**src/core/mpwm_consts.svh**
```systemverilog
// constants for the multi-channel pwm generator with fault brake
// What this block does
// [RULE1] counter clock: system or timer overflow, prescaled
// [RULE2] shared counter and period, independent duty values
// [RULE3] group mode: channels follow duty 0 or 1
// [RULE4] mode, dead-time, mask, brake, polarity, pin mux
// [RULE5] software clears counter, loads values, then runs
// [RULE6] period and duty double buffered, load at end
// [RULE7] software waits for load bit to clear
// [RULE8] edge type: count zero to period, restart
// [RULE9] edge type: frequency over period plus one
// [RULE10] center type: count up then down
// [RULE11] center type: frequency over twice the period
// [RULE12] mode field: independent, complementary, synchronous
// [RULE13] complementary: odd channel inverts even neighbour
// [RULE14] dead-time counter delays rising edges per pair
// [RULE15] per-pair enable, complementary main only, unlocked
// [RULE16] synchronous: odd channel copies even neighbour
// [RULE17] mask enable replaces signal with mask level
// [RULE18] brake: brake data, stop, clear counter, flag
// [RULE19] brake pin edge select, eight clock debounce
// [RULE20] per-channel polarity inversion on main outputs
// [RULE21] period flag at selected channel and point
// [RULE22] brake flag gated onto its own interrupt
`ifndef MPWM_CONSTS_SVH
`define MPWM_CONSTS_SVH
`define MPWM_CNT_RST      16'h0000
`define MPWM_SRC_SYS      1'h0
`define MPWM_SRC_T1       1'h1
`define MPWM_SEL_PERIOD   3'h7
`define MPWM_PT_FALL      2'h0
`define MPWM_PT_RISE      2'h1
`define MPWM_PT_CENTER    2'h2
`define MPWM_PT_END       2'h3
`define MPWM_DEBOUNCE_MAX 3'h7
`define MPWM_DT_RST       9'h000
`define MPWM_DTEN_RST     4'h0
`endif

```
**src/core/mpwm_pkg.sv**
```systemverilog
// types shared by the pwm generator files
package mpwm_pkg;
	typedef logic [15:0] mpwm_word_t;
	typedef enum logic [1:0] {MPWM_INDEP, MPWM_COMPL, MPWM_SYNC,
		MPWM_RSVD} mpwm_mode_e;
	typedef struct packed {
		logic       valid;
		logic [1:0] inst;
		logic [2:0] sel;
		mpwm_word_t data;
	} mpwm_write_s;
	typedef struct packed {
		logic       alignCenter;
		mpwm_mode_e outMode;
		logic       groupMode;
		logic [5:0] maskEn;
		logic [5:0] maskLvl;
		logic [2:0] eventChannel;
		logic [1:0] eventPoint;
	} mpwm_cfg_s;
	typedef struct packed {
		logic [5:0] polarity;
		logic [5:0] brakeData;
		logic       brakeEdge;
		logic       brakeInEnable;
		logic       brakeIrqEnable;
	} mpwm_main_s;
endpackage

```
**src/core/mpwm_deadtime.sv**
```systemverilog
// dead-time insertion for one complementary pair
`timescale 1ns/1ps
module mpwm_deadtime #(
	parameter int DT_W = 9
)(
	input  logic            clk_sys,
	input  logic            rst,
	input  logic            enable,
	input  logic [DT_W-1:0] count,
	input  logic            inA,
	input  logic            inB,
	output logic            outA,
	output logic            outB
);
	logic            prevA_reg;
	logic            prevB_reg;
	logic [DT_W-1:0] cnt_reg;
	logic            done_reg;
	logic            rise;

	assign rise = (inA & ~prevA_reg) | (inB & ~prevB_reg);

	always_ff @(posedge clk_sys or posedge rst) begin
		if (rst) begin
			prevA_reg <= 1'b0;
			prevB_reg <= 1'b0;
		end else begin
			prevA_reg <= inA;
			prevB_reg <= inB;
		end
	end

	// a new rising edge reloads, so both sides stay off for the full gap
	always_ff @(posedge clk_sys or posedge rst) begin
		if (rst) begin
			cnt_reg  <= '0;
			done_reg <= 1'b1;
		end else if (rise) begin
			cnt_reg  <= count; // [RULE14]
			done_reg <= 1'b0;
		end else if (!done_reg) begin
			if (cnt_reg == '0)
				done_reg <= 1'b1; // [RULE14]
			else
				cnt_reg <= cnt_reg - 1'b1;
		end
	end

	assign outA = enable ? (inA & done_reg & ~rise) : inA; // [RULE14]
	assign outB = enable ? (inB & done_reg & ~rise) : inB; // [RULE14]
endmodule // mpwm_deadtime

```
**src/core/mpwm_debounce.sv**
```systemverilog
// brake pin debounce and edge detection
`timescale 1ns/1ps
`include "mpwm_consts.svh"
module mpwm_debounce (
	input  logic clk_sys,
	input  logic rst,
	input  logic pin,
	input  logic edgeSel,
	output logic event_reg
);
	logic       filt_reg;
	logic [2:0] cnt_reg;
	logic       flip;

	assign flip = (pin != filt_reg) && (cnt_reg == `MPWM_DEBOUNCE_MAX);

	// a level must differ for eight clocks in a row before it counts
	always_ff @(posedge clk_sys or posedge rst) begin
		if (rst) begin
			filt_reg <= 1'b0;
			cnt_reg  <= 3'h0;
		end else if (pin == filt_reg) begin
			cnt_reg <= 3'h0;
		end else if (flip) begin
			filt_reg <= pin; // [RULE19]
			cnt_reg  <= 3'h0;
		end else begin
			cnt_reg <= cnt_reg + 3'h1;
		end
	end

	always_ff @(posedge clk_sys or posedge rst) begin
		if (rst)
			event_reg <= 1'b0;
		else
			event_reg <= flip && (pin == edgeSel); // [RULE19]
	end
endmodule // mpwm_debounce

```
**src/core/mpwm_top.sv**
```systemverilog
// four pwm generator instances; dead-time and fault brake act on the main instance only
`timescale 1ns/1ps
`include "mpwm_consts.svh"
module mpwm_top #(
	parameter int NINST = 4,
	parameter int NCH   = 6,
	parameter int NPAIR = 3,
	parameter int DT_W  = 9
)(
	input  logic                     clk_sys,
	input  logic                     rst,
	input  logic                     clockSource,
	input  logic [2:0]               clockPrescale,
	input  logic                     timer1Overflow,
	input  mpwm_pkg::mpwm_write_s    wr,
	input  logic [NINST-1:0]         runSet,
	input  logic [NINST-1:0]         runClear,
	input  logic [NINST-1:0]         loadSet,
	input  logic [NINST-1:0]         clearSet,
	input  logic [NINST-1:0]         periodFlagClear,
	input  logic                     brakeFlagClear,
	input  mpwm_pkg::mpwm_cfg_s      cfg [NINST],
	input  mpwm_pkg::mpwm_main_s     mainCfg,
	input  logic                     deadtimeWrite,
	input  logic                     timedAccessUnlock,
	input  logic [DT_W-1:0]          deadtimeCountIn,
	input  logic [3:0]               deadtimeEnableIn,
	input  logic                     brakeInputPin,
	input  logic                     adcCompareEvent,
	input  logic [NCH-1:0]           pwmSelect [NINST],
	input  logic [NCH-1:0]           gpioData [NINST],
	output logic [NCH-1:0]           pinOut_reg [NINST],
	output logic [NINST-1:0]         runState_reg,
	output logic [NINST-1:0]         loadPending_reg,
	output logic [NINST-1:0]         clearPending_reg,
	output logic [NINST-1:0]         periodEventFlag_reg,
	output logic                     brakeFlag_reg,
	output logic                     brakeIrq_reg
);
	logic [6:0]               pre_reg;
	logic [7:0]               divShift;
	logic [6:0]               divMax;
	logic                     srcPulse;
	logic                     tick;
	mpwm_pkg::mpwm_word_t     cnt_reg [NINST];
	logic [NINST-1:0]         countDown_reg;
	mpwm_pkg::mpwm_word_t     periodBuf_reg [NINST];
	mpwm_pkg::mpwm_word_t     periodAct_reg [NINST];
	mpwm_pkg::mpwm_word_t     dutyBuf_reg [NINST][NCH];
	mpwm_pkg::mpwm_word_t     dutyAct_reg [NINST][NCH];
	logic [NINST-1:0]         atEnd;
	logic [NINST-1:0]         loadNow;
	logic [NINST-1:0]         dutyHit;
	logic [NINST-1:0]         pointHit;
	logic [NCH-1:0]           gen [NINST];
	logic [NCH-1:0]           modeOut [NINST];
	logic [NCH-1:0]           dtMain;
	logic [NCH-1:0]           pinNext [NINST];
	logic [DT_W-1:0]          dtCount_reg;
	logic [3:0]               dtEnable_reg;
	logic                     brakeActive_reg;
	logic                     pinEvent;
	logic                     brakeEvent;

	function automatic int chanCount(input int inst);
		return (inst == 0) ? NCH : 2;
	endfunction

	// group mode folds the main instance onto the first two duty values
	function automatic int dutyIndex(input int inst, input int ch,
		input logic group);
		return (inst == 0 && group) ? (ch % 2) : ch; // [RULE3]
	endfunction

	// prescaler: one pwm tick every 2**code source pulses
	assign divShift = 8'h01 << clockPrescale;
	assign divMax   = divShift[6:0] - 7'h01;
	assign srcPulse = (clockSource == `MPWM_SRC_T1) ? timer1Overflow : 1'b1;
	// a smaller code taken mid-count must not wait for the wrap at 127
	assign tick     = srcPulse && (pre_reg >= divMax); // [RULE1]

	always_ff @(posedge clk_sys or posedge rst) begin
		if (rst)
			pre_reg <= 7'h00;
		else if (srcPulse)
			pre_reg <= tick ? 7'h00 : pre_reg + 7'h01; // [RULE1]
	end

	mpwm_debounce u_debounce (
		.clk_sys   (clk_sys),
		.rst       (rst),
		.pin       (brakeInputPin),
		.edgeSel   (mainCfg.brakeEdge),
		.event_reg (pinEvent)
	);
	// the compare path takes the same action as the pin
	assign brakeEvent = (pinEvent && mainCfg.brakeInEnable)
		|| adcCompareEvent; // [RULE19]

	always_comb begin
		for (int i = 0; i < NINST; i++) begin
			if (cfg[i].alignCenter)
				atEnd[i] = countDown_reg[i] && cnt_reg[i] == '0;
			else
				atEnd[i] = cnt_reg[i] == periodAct_reg[i];
			// idle instances take new values at once
			loadNow[i] = loadPending_reg[i]
				&& (!runState_reg[i] || (tick && atEnd[i])); // [RULE6]
		end
	end

	always_ff @(posedge clk_sys or posedge rst) begin
		if (rst) begin
			runState_reg    <= '0;
			brakeActive_reg <= 1'b0;
		end else begin
			runState_reg <= (runState_reg | runSet) & ~runClear;
			if (brakeEvent) begin
				runState_reg[0] <= 1'b0; // [RULE18]
				brakeActive_reg <= 1'b1; // [RULE18]
			end else if (runSet[0]) begin
				brakeActive_reg <= 1'b0; // [RULE18]
			end
		end
	end

	always_ff @(posedge clk_sys or posedge rst) begin
		if (rst) begin
			clearPending_reg <= '0;
			loadPending_reg  <= '0;
		end else begin
			clearPending_reg <= clearSet;
			loadPending_reg  <= loadSet | (loadPending_reg & ~loadNow); // [RULE6]
		end
	end

	always_ff @(posedge clk_sys or posedge rst) begin
		if (rst) begin
			for (int i = 0; i < NINST; i++) begin
				cnt_reg[i]       <= `MPWM_CNT_RST;
				countDown_reg[i] <= 1'b0;
			end
		end else begin
			for (int i = 0; i < NINST; i++) begin
				if (clearPending_reg[i] || (i == 0 && brakeEvent)) begin
					cnt_reg[i]       <= `MPWM_CNT_RST; // [RULE18]
					countDown_reg[i] <= 1'b0;
				end else if (tick && runState_reg[i]) begin
					if (!cfg[i].alignCenter) begin
						countDown_reg[i] <= 1'b0;
						cnt_reg[i] <= atEnd[i] ? `MPWM_CNT_RST
							: cnt_reg[i] + 16'h0001; // [RULE8] [RULE9]
					end else if (!countDown_reg[i]) begin
						if (cnt_reg[i] >= periodAct_reg[i]) begin
							countDown_reg[i] <= 1'b1; // [RULE10]
							cnt_reg[i] <= (cnt_reg[i] == '0) ? cnt_reg[i]
								: cnt_reg[i] - 16'h0001; // [RULE11]
						end else begin
							cnt_reg[i] <= cnt_reg[i] + 16'h0001;
						end
					end else if (cnt_reg[i] == '0) begin
						countDown_reg[i] <= 1'b0; // [RULE10]
						cnt_reg[i] <= (periodAct_reg[i] == '0) ? cnt_reg[i]
							: cnt_reg[i] + 16'h0001;
					end else begin
						cnt_reg[i] <= cnt_reg[i] - 16'h0001;
					end
				end
			end
		end
	end

	// software may write buffers any time; active copies move on load
	always_ff @(posedge clk_sys or posedge rst) begin
		if (rst) begin
			for (int i = 0; i < NINST; i++) begin
				periodBuf_reg[i] <= '0;
				periodAct_reg[i] <= '0;
				for (int c = 0; c < NCH; c++) begin
					dutyBuf_reg[i][c] <= '0;
					dutyAct_reg[i][c] <= '0;
				end
			end
		end else begin
			for (int i = 0; i < NINST; i++) begin
				if (wr.valid && wr.inst == 2'(i)) begin
					if (wr.sel == `MPWM_SEL_PERIOD)
						periodBuf_reg[i] <= wr.data; // [RULE6]
					else if (int'(wr.sel) < chanCount(i))
						dutyBuf_reg[i][wr.sel] <= wr.data; // [RULE2]
				end
				if (loadNow[i]) begin
					periodAct_reg[i] <= periodBuf_reg[i]; // [RULE6]
					for (int c = 0; c < NCH; c++)
						dutyAct_reg[i][c] <= dutyBuf_reg[i][c];
				end
			end
		end
	end

	always_comb begin
		for (int i = 0; i < NINST; i++) begin
			dutyHit[i] = 1'b0;
			for (int c = 0; c < NCH; c++) begin
				// high below the duty value; cleared on match, set at zero in edge type
				gen[i][c] = c < chanCount(i) && cnt_reg[i]
					< dutyAct_reg[i][dutyIndex(i, c, cfg[i].groupMode)]; // [RULE2]
				if (c < chanCount(i) && int'(cfg[i].eventChannel) == c
					&& cnt_reg[i]
					== dutyAct_reg[i][dutyIndex(i, c, cfg[i].groupMode)])
					dutyHit[i] = 1'b1;
			end
			for (int c = 0; c < NCH; c++) begin
				if (c % 2 == 0 || c >= chanCount(i))
					modeOut[i][c] = gen[i][c];
				else
					case (cfg[i].outMode)
						mpwm_pkg::MPWM_COMPL: modeOut[i][c] = ~gen[i][c-1]; // [RULE13]
						mpwm_pkg::MPWM_SYNC:  modeOut[i][c] = gen[i][c-1]; // [RULE16]
						default:              modeOut[i][c] = gen[i][c]; // [RULE12]
					endcase
			end
		end
	end

	always_ff @(posedge clk_sys or posedge rst) begin
		if (rst) begin
			dtCount_reg  <= `MPWM_DT_RST;
			dtEnable_reg <= `MPWM_DTEN_RST;
		end else if (deadtimeWrite && timedAccessUnlock) begin
			dtCount_reg  <= deadtimeCountIn; // [RULE15]
			dtEnable_reg <= deadtimeEnableIn; // [RULE15]
		end
	end

	for (genvar p = 0; p < NPAIR; p++) begin : g_pair
		mpwm_deadtime #(.DT_W(DT_W)) u_dt (
			.clk_sys (clk_sys),
			.rst     (rst),
			.enable  (dtEnable_reg[p]
				&& cfg[0].outMode == mpwm_pkg::MPWM_COMPL), // [RULE15]
			.count   (dtCount_reg),
			.inA     (modeOut[0][2*p]),
			.inB     (modeOut[0][2*p+1]),
			.outA    (dtMain[2*p]),
			.outB    (dtMain[2*p+1])
		);
	end

	// stage order: mode, dead-time, mask, brake, polarity, pin mux
	always_comb begin
		for (int i = 0; i < NINST; i++) begin
			for (int c = 0; c < NCH; c++) begin
				pinNext[i][c] = (i == 0) ? dtMain[c] : modeOut[i][c];
				if (cfg[i].maskEn[c])
					pinNext[i][c] = cfg[i].maskLvl[c]; // [RULE17]
				if (i == 0 && brakeActive_reg)
					pinNext[i][c] = mainCfg.brakeData[c]; // [RULE18]
				if (i == 0)
					pinNext[i][c] = pinNext[i][c] ^ mainCfg.polarity[c]; // [RULE20]
				// run alone never takes the pin; the select does
				if (!pwmSelect[i][c])
					pinNext[i][c] = gpioData[i][c]; // [RULE4]
			end
		end
	end

	always_ff @(posedge clk_sys or posedge rst) begin
		if (rst) begin
			for (int i = 0; i < NINST; i++)
				pinOut_reg[i] <= '0;
		end else begin
			for (int i = 0; i < NINST; i++)
				pinOut_reg[i] <= pinNext[i]; // [RULE4]
		end
	end

	always_comb begin
		for (int i = 0; i < NINST; i++) begin
			case (cfg[i].eventPoint)
				`MPWM_PT_FALL: pointHit[i] = !countDown_reg[i] && dutyHit[i];
				`MPWM_PT_RISE: pointHit[i] = cfg[i].alignCenter
					? countDown_reg[i] && dutyHit[i] : cnt_reg[i] == '0;
				`MPWM_PT_CENTER: pointHit[i] = cfg[i].alignCenter
					&& !countDown_reg[i]
					&& cnt_reg[i] == periodAct_reg[i]; // [RULE21]
				`MPWM_PT_END: pointHit[i] = cfg[i].alignCenter
					&& countDown_reg[i] && cnt_reg[i] == '0; // [RULE21]
				default: pointHit[i] = 1'b0;
			endcase
		end
	end

	// hardware set wins over a software clear in the same cycle
	always_ff @(posedge clk_sys or posedge rst) begin
		if (rst) begin
			periodEventFlag_reg <= '0;
			brakeFlag_reg       <= 1'b0;
			brakeIrq_reg        <= 1'b0;
		end else begin
			periodEventFlag_reg <= ({NINST{tick}} & runState_reg & pointHit)
				| (periodEventFlag_reg & ~periodFlagClear); // [RULE21]
			brakeFlag_reg <= brakeEvent
				| (brakeFlag_reg & ~brakeFlagClear); // [RULE18]
			brakeIrq_reg <= brakeFlag_reg && mainCfg.brakeIrqEnable; // [RULE22]
		end
	end
endmodule // mpwm_top

```
**config.mk**
```make
export PLATFORM = sky130hd
export DESIGN_NAME = mpwm_top
export DESIGN_NICKNAME = d
export VERILOG_FILES = /design/src/core/mpwm_pkg.sv /design/src/core/mpwm_deadtime.sv /design/src/core/mpwm_debounce.sv /design/src/core/mpwm_top.sv
export VERILOG_INCLUDE_DIRS = /design/src /design/src/core
export SDC_FILE = /design/constraint.sdc
export NUM_CORES = 2
export LEC_CHECK = 0
export ABC_AREA = 1
export BUFFER_PORTS_ARGS = -buffer_cell sky130_fd_sc_hd__buf_2
export CORE_UTILIZATION = 42
export DETAILED_ROUTE_END_ITERATION = 6
export PLACE_DENSITY_LB_ADDON = 0.05
export SLEW_MARGIN = 0
export SYNTH_ARGS = -nofsm -noshare
export SYNTH_HDL_FRONTEND = slang
export SYNTH_SLANG_ARGS = --single-unit
```
**constraint.sdc**
```tcl
create_clock -name clk_sys -period 38 [get_ports clk_sys]
set_input_delay 1.9 -clock clk_sys [delete_from_list [all_inputs] [get_ports clk_sys]]
set_output_delay 1.9 -clock clk_sys [all_outputs]
set_load 0.05 [all_outputs]
```
# After elaboration in Yosys (flattened, before gate mapping)
# Index checks and enable logic that the tools add are counted.
# word_totals
register_bits	875
latchBits	0
ram_bits	0
mem_bits_ro	0
inputBits	214
output_inout_bits	42
word_cells	568
memories	0
# op_classes
add_sub_neg	14
mul	0
div	0
order_cmp	25
eq_ne	66
shifts	1
muxes	197
bitwise_logic	63
n_reduce_logical	121
# ops
cell	n
$mux 16	45
$bwmux 96	4
$eq 16x16->1	16
$bmux 16 s3	4
$lt 16x16->1	12
$ge 32x4->1 const B	4
$logic_not 16->1	8
$mux 1	117
$mux 9	9
$logic_and 1x1->1	66
$add 16x1->16 const B	4
$ge 16x16->1	4
$not 2->32	2
$not 3->32	2
$sub 16x1->16 const B	4
$demux 16 s3	1
$ne 5x5->1 const B	8
$eq 2x2->1 const B	14
$logic_not 9->1	3
$sub 9x1->9 const B	3
$reduce_and 3->1	8
$and 4x4->4	5
$and 1x1->1	19
$eq 2x1->1 const B	9
other kinds (32)	116

# Logic depth before layout (Yosys ltp)
# logic_depth
ltp_word	17
ltp_mapped	25
mapped_depth_nobuf	23

# Cells and area by module
# A second synthesis with hierarchy kept.
# unflattened
hier_cells	4944
hier_area_um2	38953.6
# modules_own_cells
module	instances	cells_per_inst	area_each_um2	seq_area_each_um2
mpwm_top	1	4609	36342.4	16065.4
mpwm_deadtime	3	103	793.3	301.5
mpwm_debounce	1	26	231.5	125.1

# Worst setup path after synthesis
# No wires, ideal clock.
# synth_path
path_type	in2reg
startpoint	in clockPrescale[2]
endpoint	reg dutyAct_reg[64] (netlist name)
setup_ns	0.125
arrival_ns	4.410
t_required_ns	37.875
setup_slack_ns	33.466
cell_stages	20
path_buffers	1
path_cell_list	inv_1 -> nand3_1 -> ha_1 -> o21ai_0 -> o21ai_0 -> o211ai_1 -> ha_1 -> nand2_1 -> inv_1 -> nand2_1 -> nor2_1 -> nand3_1 -> o2111ai_1 -> nand2_1 -> clkinv_1 -> nand2_1 -> nand2_1 -> nand2_1 -> buf_2 -> mux2_2
# synth_via
elab_chain_cells	7
# synth_rtl
element	line	source
start: declaration	mpwm_top.sv:13	input logic [2:0] clockPrescale,
$shl 1x3->7	mpwm_top.sv:76	assign divShift = 8'h01 << clockPrescale;
$sub 7x1->7	mpwm_top.sv:77	assign divMax = divShift[6:0] - 7'h01;
$ge 7x7->1	mpwm_top.sv:80	assign tick = srcPulse && (pre_reg >= divMax);
$logic_and 1x1->1	mpwm_top.sv:80	
$logic_and 1x1->1	mpwm_top.sv:108	&& (!runState_reg[i] || (tick && atEnd[i]));
$logic_or 1x1->1	mpwm_top.sv:108	
$logic_and 1x1->1	mpwm_top.sv:108	
end signal: indexed assignment	mpwm_top.sv:195	dutyAct_reg[i][c] <= dutyBuf_reg[i][c];
end: declaration	mpwm_top.sv:50	mpwm_pkg::mpwm_word_t dutyAct_reg [NINST][NCH];
# No other way between the ends.
# A chain may end at the register's enable or synchronous reset.

# Worst setup path after layout
# layout_path
startpoint	in clockPrescale[2]
endpoint	reg dutyAct_reg[305] (netlist name)
# Same word-level chain as after synthesis.

==> impl_metrics.env <==
export IMPL_status="completed"
export IMPL_crit_fanout=67
export IMPL_cts_setup_buffers=0
export IMPL_yosys_warnings=0
export IMPL_netlist_area_leader_share=0.460
export IMPL_synth_area_leaders="dfrtp_1 (46%), ha_1 (9.7%), nand2_1 (8.6%), o21ai_0 (5.9%), inv_1 (5.9%)"
export IMPL_final_common_cell="nand2_1"
export IMPL_start_util=0.425
export IMPL_wl_per_cell_um=16.7
export IMPL_dieWidth_um=299
export IMPL_antenna_found_initial=17
export IMPL_cts_tree="yes"
export IMPL_htree_levels=3
export IMPL_final_cell_mix="nand2_1 (847), dfrtp_1 (680), inv_1 (577)"
export IMPL_synthCells=4411
export IMPL_max_slew_margin=0.249
export IMPL_synth_area_um2=37000
export IMPL_hold_path_class="reg2reg"
export IMPL_synthArstFlopShare=1.00
export IMPL_fill_cells=8613
export IMPL_tightest_slew_ns=1.12
export IMPL_min_period_ns=6.12
export IMPL_cts_buffers=84
export IMPL_cp_end_kind="flop"
export IMPL_grt_first_pass_wirelength_um=157000
export IMPL_syn2layout_area_growth_pct=13.5
export IMPL_gp_congestion=0.848
export IMPL_yosys_area_top_type="dfrtp_1"
export IMPL_finalHoldViolations=0
export IMPL_final_nets=5124
export IMPL_synthFlopType="dfrtp_1"
export IMPL_routed_via_density=5.06
export IMPL_fin_hold_ws_ns=0.431
export IMPL_setup_tns_ns=0
export IMPL_drtAntennaViolNets=0
export IMPL_clkLatencyLatePin_ns=0.65
export IMPL_ctsResizeCount=0
export IMPL_synth_cell_types=56
export IMPL_peakVddDrop_mv=0.0348
export IMPL_finalCritPeriodShare=0.161
export IMPL_drc_errors=0
export IMPL_fmax_mhz=163
export IMPL_cts_buffer_depth=3
export IMPL_core_area_um2=87000
export IMPL_place_ws_ns=31.12
export IMPL_clock_skew_ns=0.0339
export IMPL_io_pins=256
export IMPL_wirelength_um=97700
export IMPL_maxSlewViolCount=0
export IMPL_grt_pass1_vias=27794
export IMPL_synth_fp_nets=4911
export IMPL_drv_cap=0
export IMPL_criticalPathCategory="in2reg"
export IMPL_power_total_mw=2.32
export IMPL_port_buffers=251
export IMPL_drive_above_1_share=0.115
export IMPL_rsz0062_at_grt="false"
export IMPL_drt_iter0_drc=1772
export IMPL_worst_slack_ns=31.88
export IMPL_cts_root_buffer="clkbuf_16"
export IMPL_synth_seq_cells=683
export IMPL_p_leak_nw=21.6
export IMPL_cts_sinks=683
export IMPL_arrival_ns=6.63
export IMPL_gr_usage_all_layers=0.221
export IMPL_clk_pin_slew_worst_paths_ns=0.05
export IMPL_grt_max_degree=125
export IMPL_postCtsHoldBufs=0
export IMPL_p_per_area_nw_per_um2=55.3
export IMPL_cp_start_kind="input port"
export IMPL_vias=29582
export IMPL_dr_pass1_iters=6
export IMPL_fp_row_count=108
export IMPL_synth_avg_cell_area_um2=8.39
export IMPL_grt_ovfl_total=0
export IMPL_hpwlAfterDp_um=68100
export IMPL_required_ns=38.50
export IMPL_placed_area_um2=39200
export IMPL_fin_area_um2=42000
export IMPL_die_h_um=299
export IMPL_finalSetupViolCount=0
export IMPL_synth_edf_count=0
export IMPL_ys_seq_area_frac=0.462
export IMPL_die_area_um2=89300
## where the power goes
group          switching, mW  internal, mW  total [mW]
Sequential            0.0956         0.868       0.963
Combinational          0.347         0.219       0.567
Clock                  0.318         0.475       0.793
Total                  0.760          1.56        2.32
## metrics by stage
stage                      util  instances
after floorplan               -       4411
after global placement    0.451       5693
after detailed placement  0.451       5693
after CTS                 0.482       5840
after global routing      0.482       5842
final                     0.482       5845
## final cells by class
type	count	area [um^2]	share of cell area
antenna	5	12.5	0.000298
clock buffer	121	2420	0.0577
clock inverter	26	297	0.00706
inverter	590	2220	0.0529
multi-input combinational	2987	17000	0.406
sequential	683	17100	0.407
tap	1155	1450	0.0344
timing repair buffer	278	1460	0.0348
## cells by family (layout without fill, tap and decap cells)
logic type / after synthesis / after routing / share of synthesized area
simple gates: 1562 / 1562 / 0.177
compound gates: 960 / 960 / 0.138
buf+inv: 741 / 1015 / 0.0783
flops: 683 / 683 / 0.462
fa+ha+maj: 286 / 286 / 0.0967
xor+xnor: 102 / 102 / 0.0242
mux: 77 / 77 / 0.0234
other cells: 0 / 5 / 0
## final timing paths
check,from,slack (ns),endpoint,depth (start not counted)
worst max-delay path,clockPrescale[2],31.88,dutyAct_reg[305]$_DFFE_PP0P_,20
min in group asynchronous,rst,1.46,pinOut_reg[19]$_DFF_PP0_,2
worst min register to register,u_debounce.cnt_reg[0]$_DFF_PP0_,0.43,u_debounce.cnt_reg[0]$_DFF_PP0_,1
worst max register to register,cnt_reg[62]$_DFFE_PP0P_,33.16,dutyAct_reg[305]$_DFFE_PP0P_,13
worst min-delay path,u_debounce.cnt_reg[0]$_DFF_PP0_,0.43,u_debounce.cnt_reg[0]$_DFF_PP0_,1
max in group asynchronous,rst,33.67,dutyBuf_reg[67]$_DFFE_PP0P_,5
## cell usage after synthesis (49+ instances only)
library cell,instances
dfrtp_1,680
o21ai_0,439
inv_1,578
clkbuf_1,93
mux2_2,77
nand2_1,850
nor2_1,348
buf_2,49
o21ai_1,59
ha_1,286
nor3_1,68
xor2_1,84
nand3_1,164
a21oi_1,351
nand4_1,57
## metal layers
layer  vias up  GRT usage  part of all wire
li1      14990          -                 -
met1     13963      0.326              0.50
met2       511      0.344              0.45
met3       114     0.0294             0.040
met4         4     0.0514             0.019
met5         -          0           0.00025
## worst max-delay path, stage by stage
cell and delay, ns:
buf_2 0.13, inv_1 0.15, nand2_1 0.12, ha_1 0.23, o21ai_0 0.13, o21ai_0 0.14, o211ai_1 0.10, ha_1 0.27
nand2_1 0.10, inv_1 0.06, nand2_1 0.05, nor2_1 0.04, nand3_1 0.06, o2111ai_1 0.11, nand2_1 0.41, o21ai_1 0.26
nand2_4 0.66, buf_4 0.66, buf_4 0.57, mux2_2 0.39
Note: power is estimated with default switching activity, not from simulation.
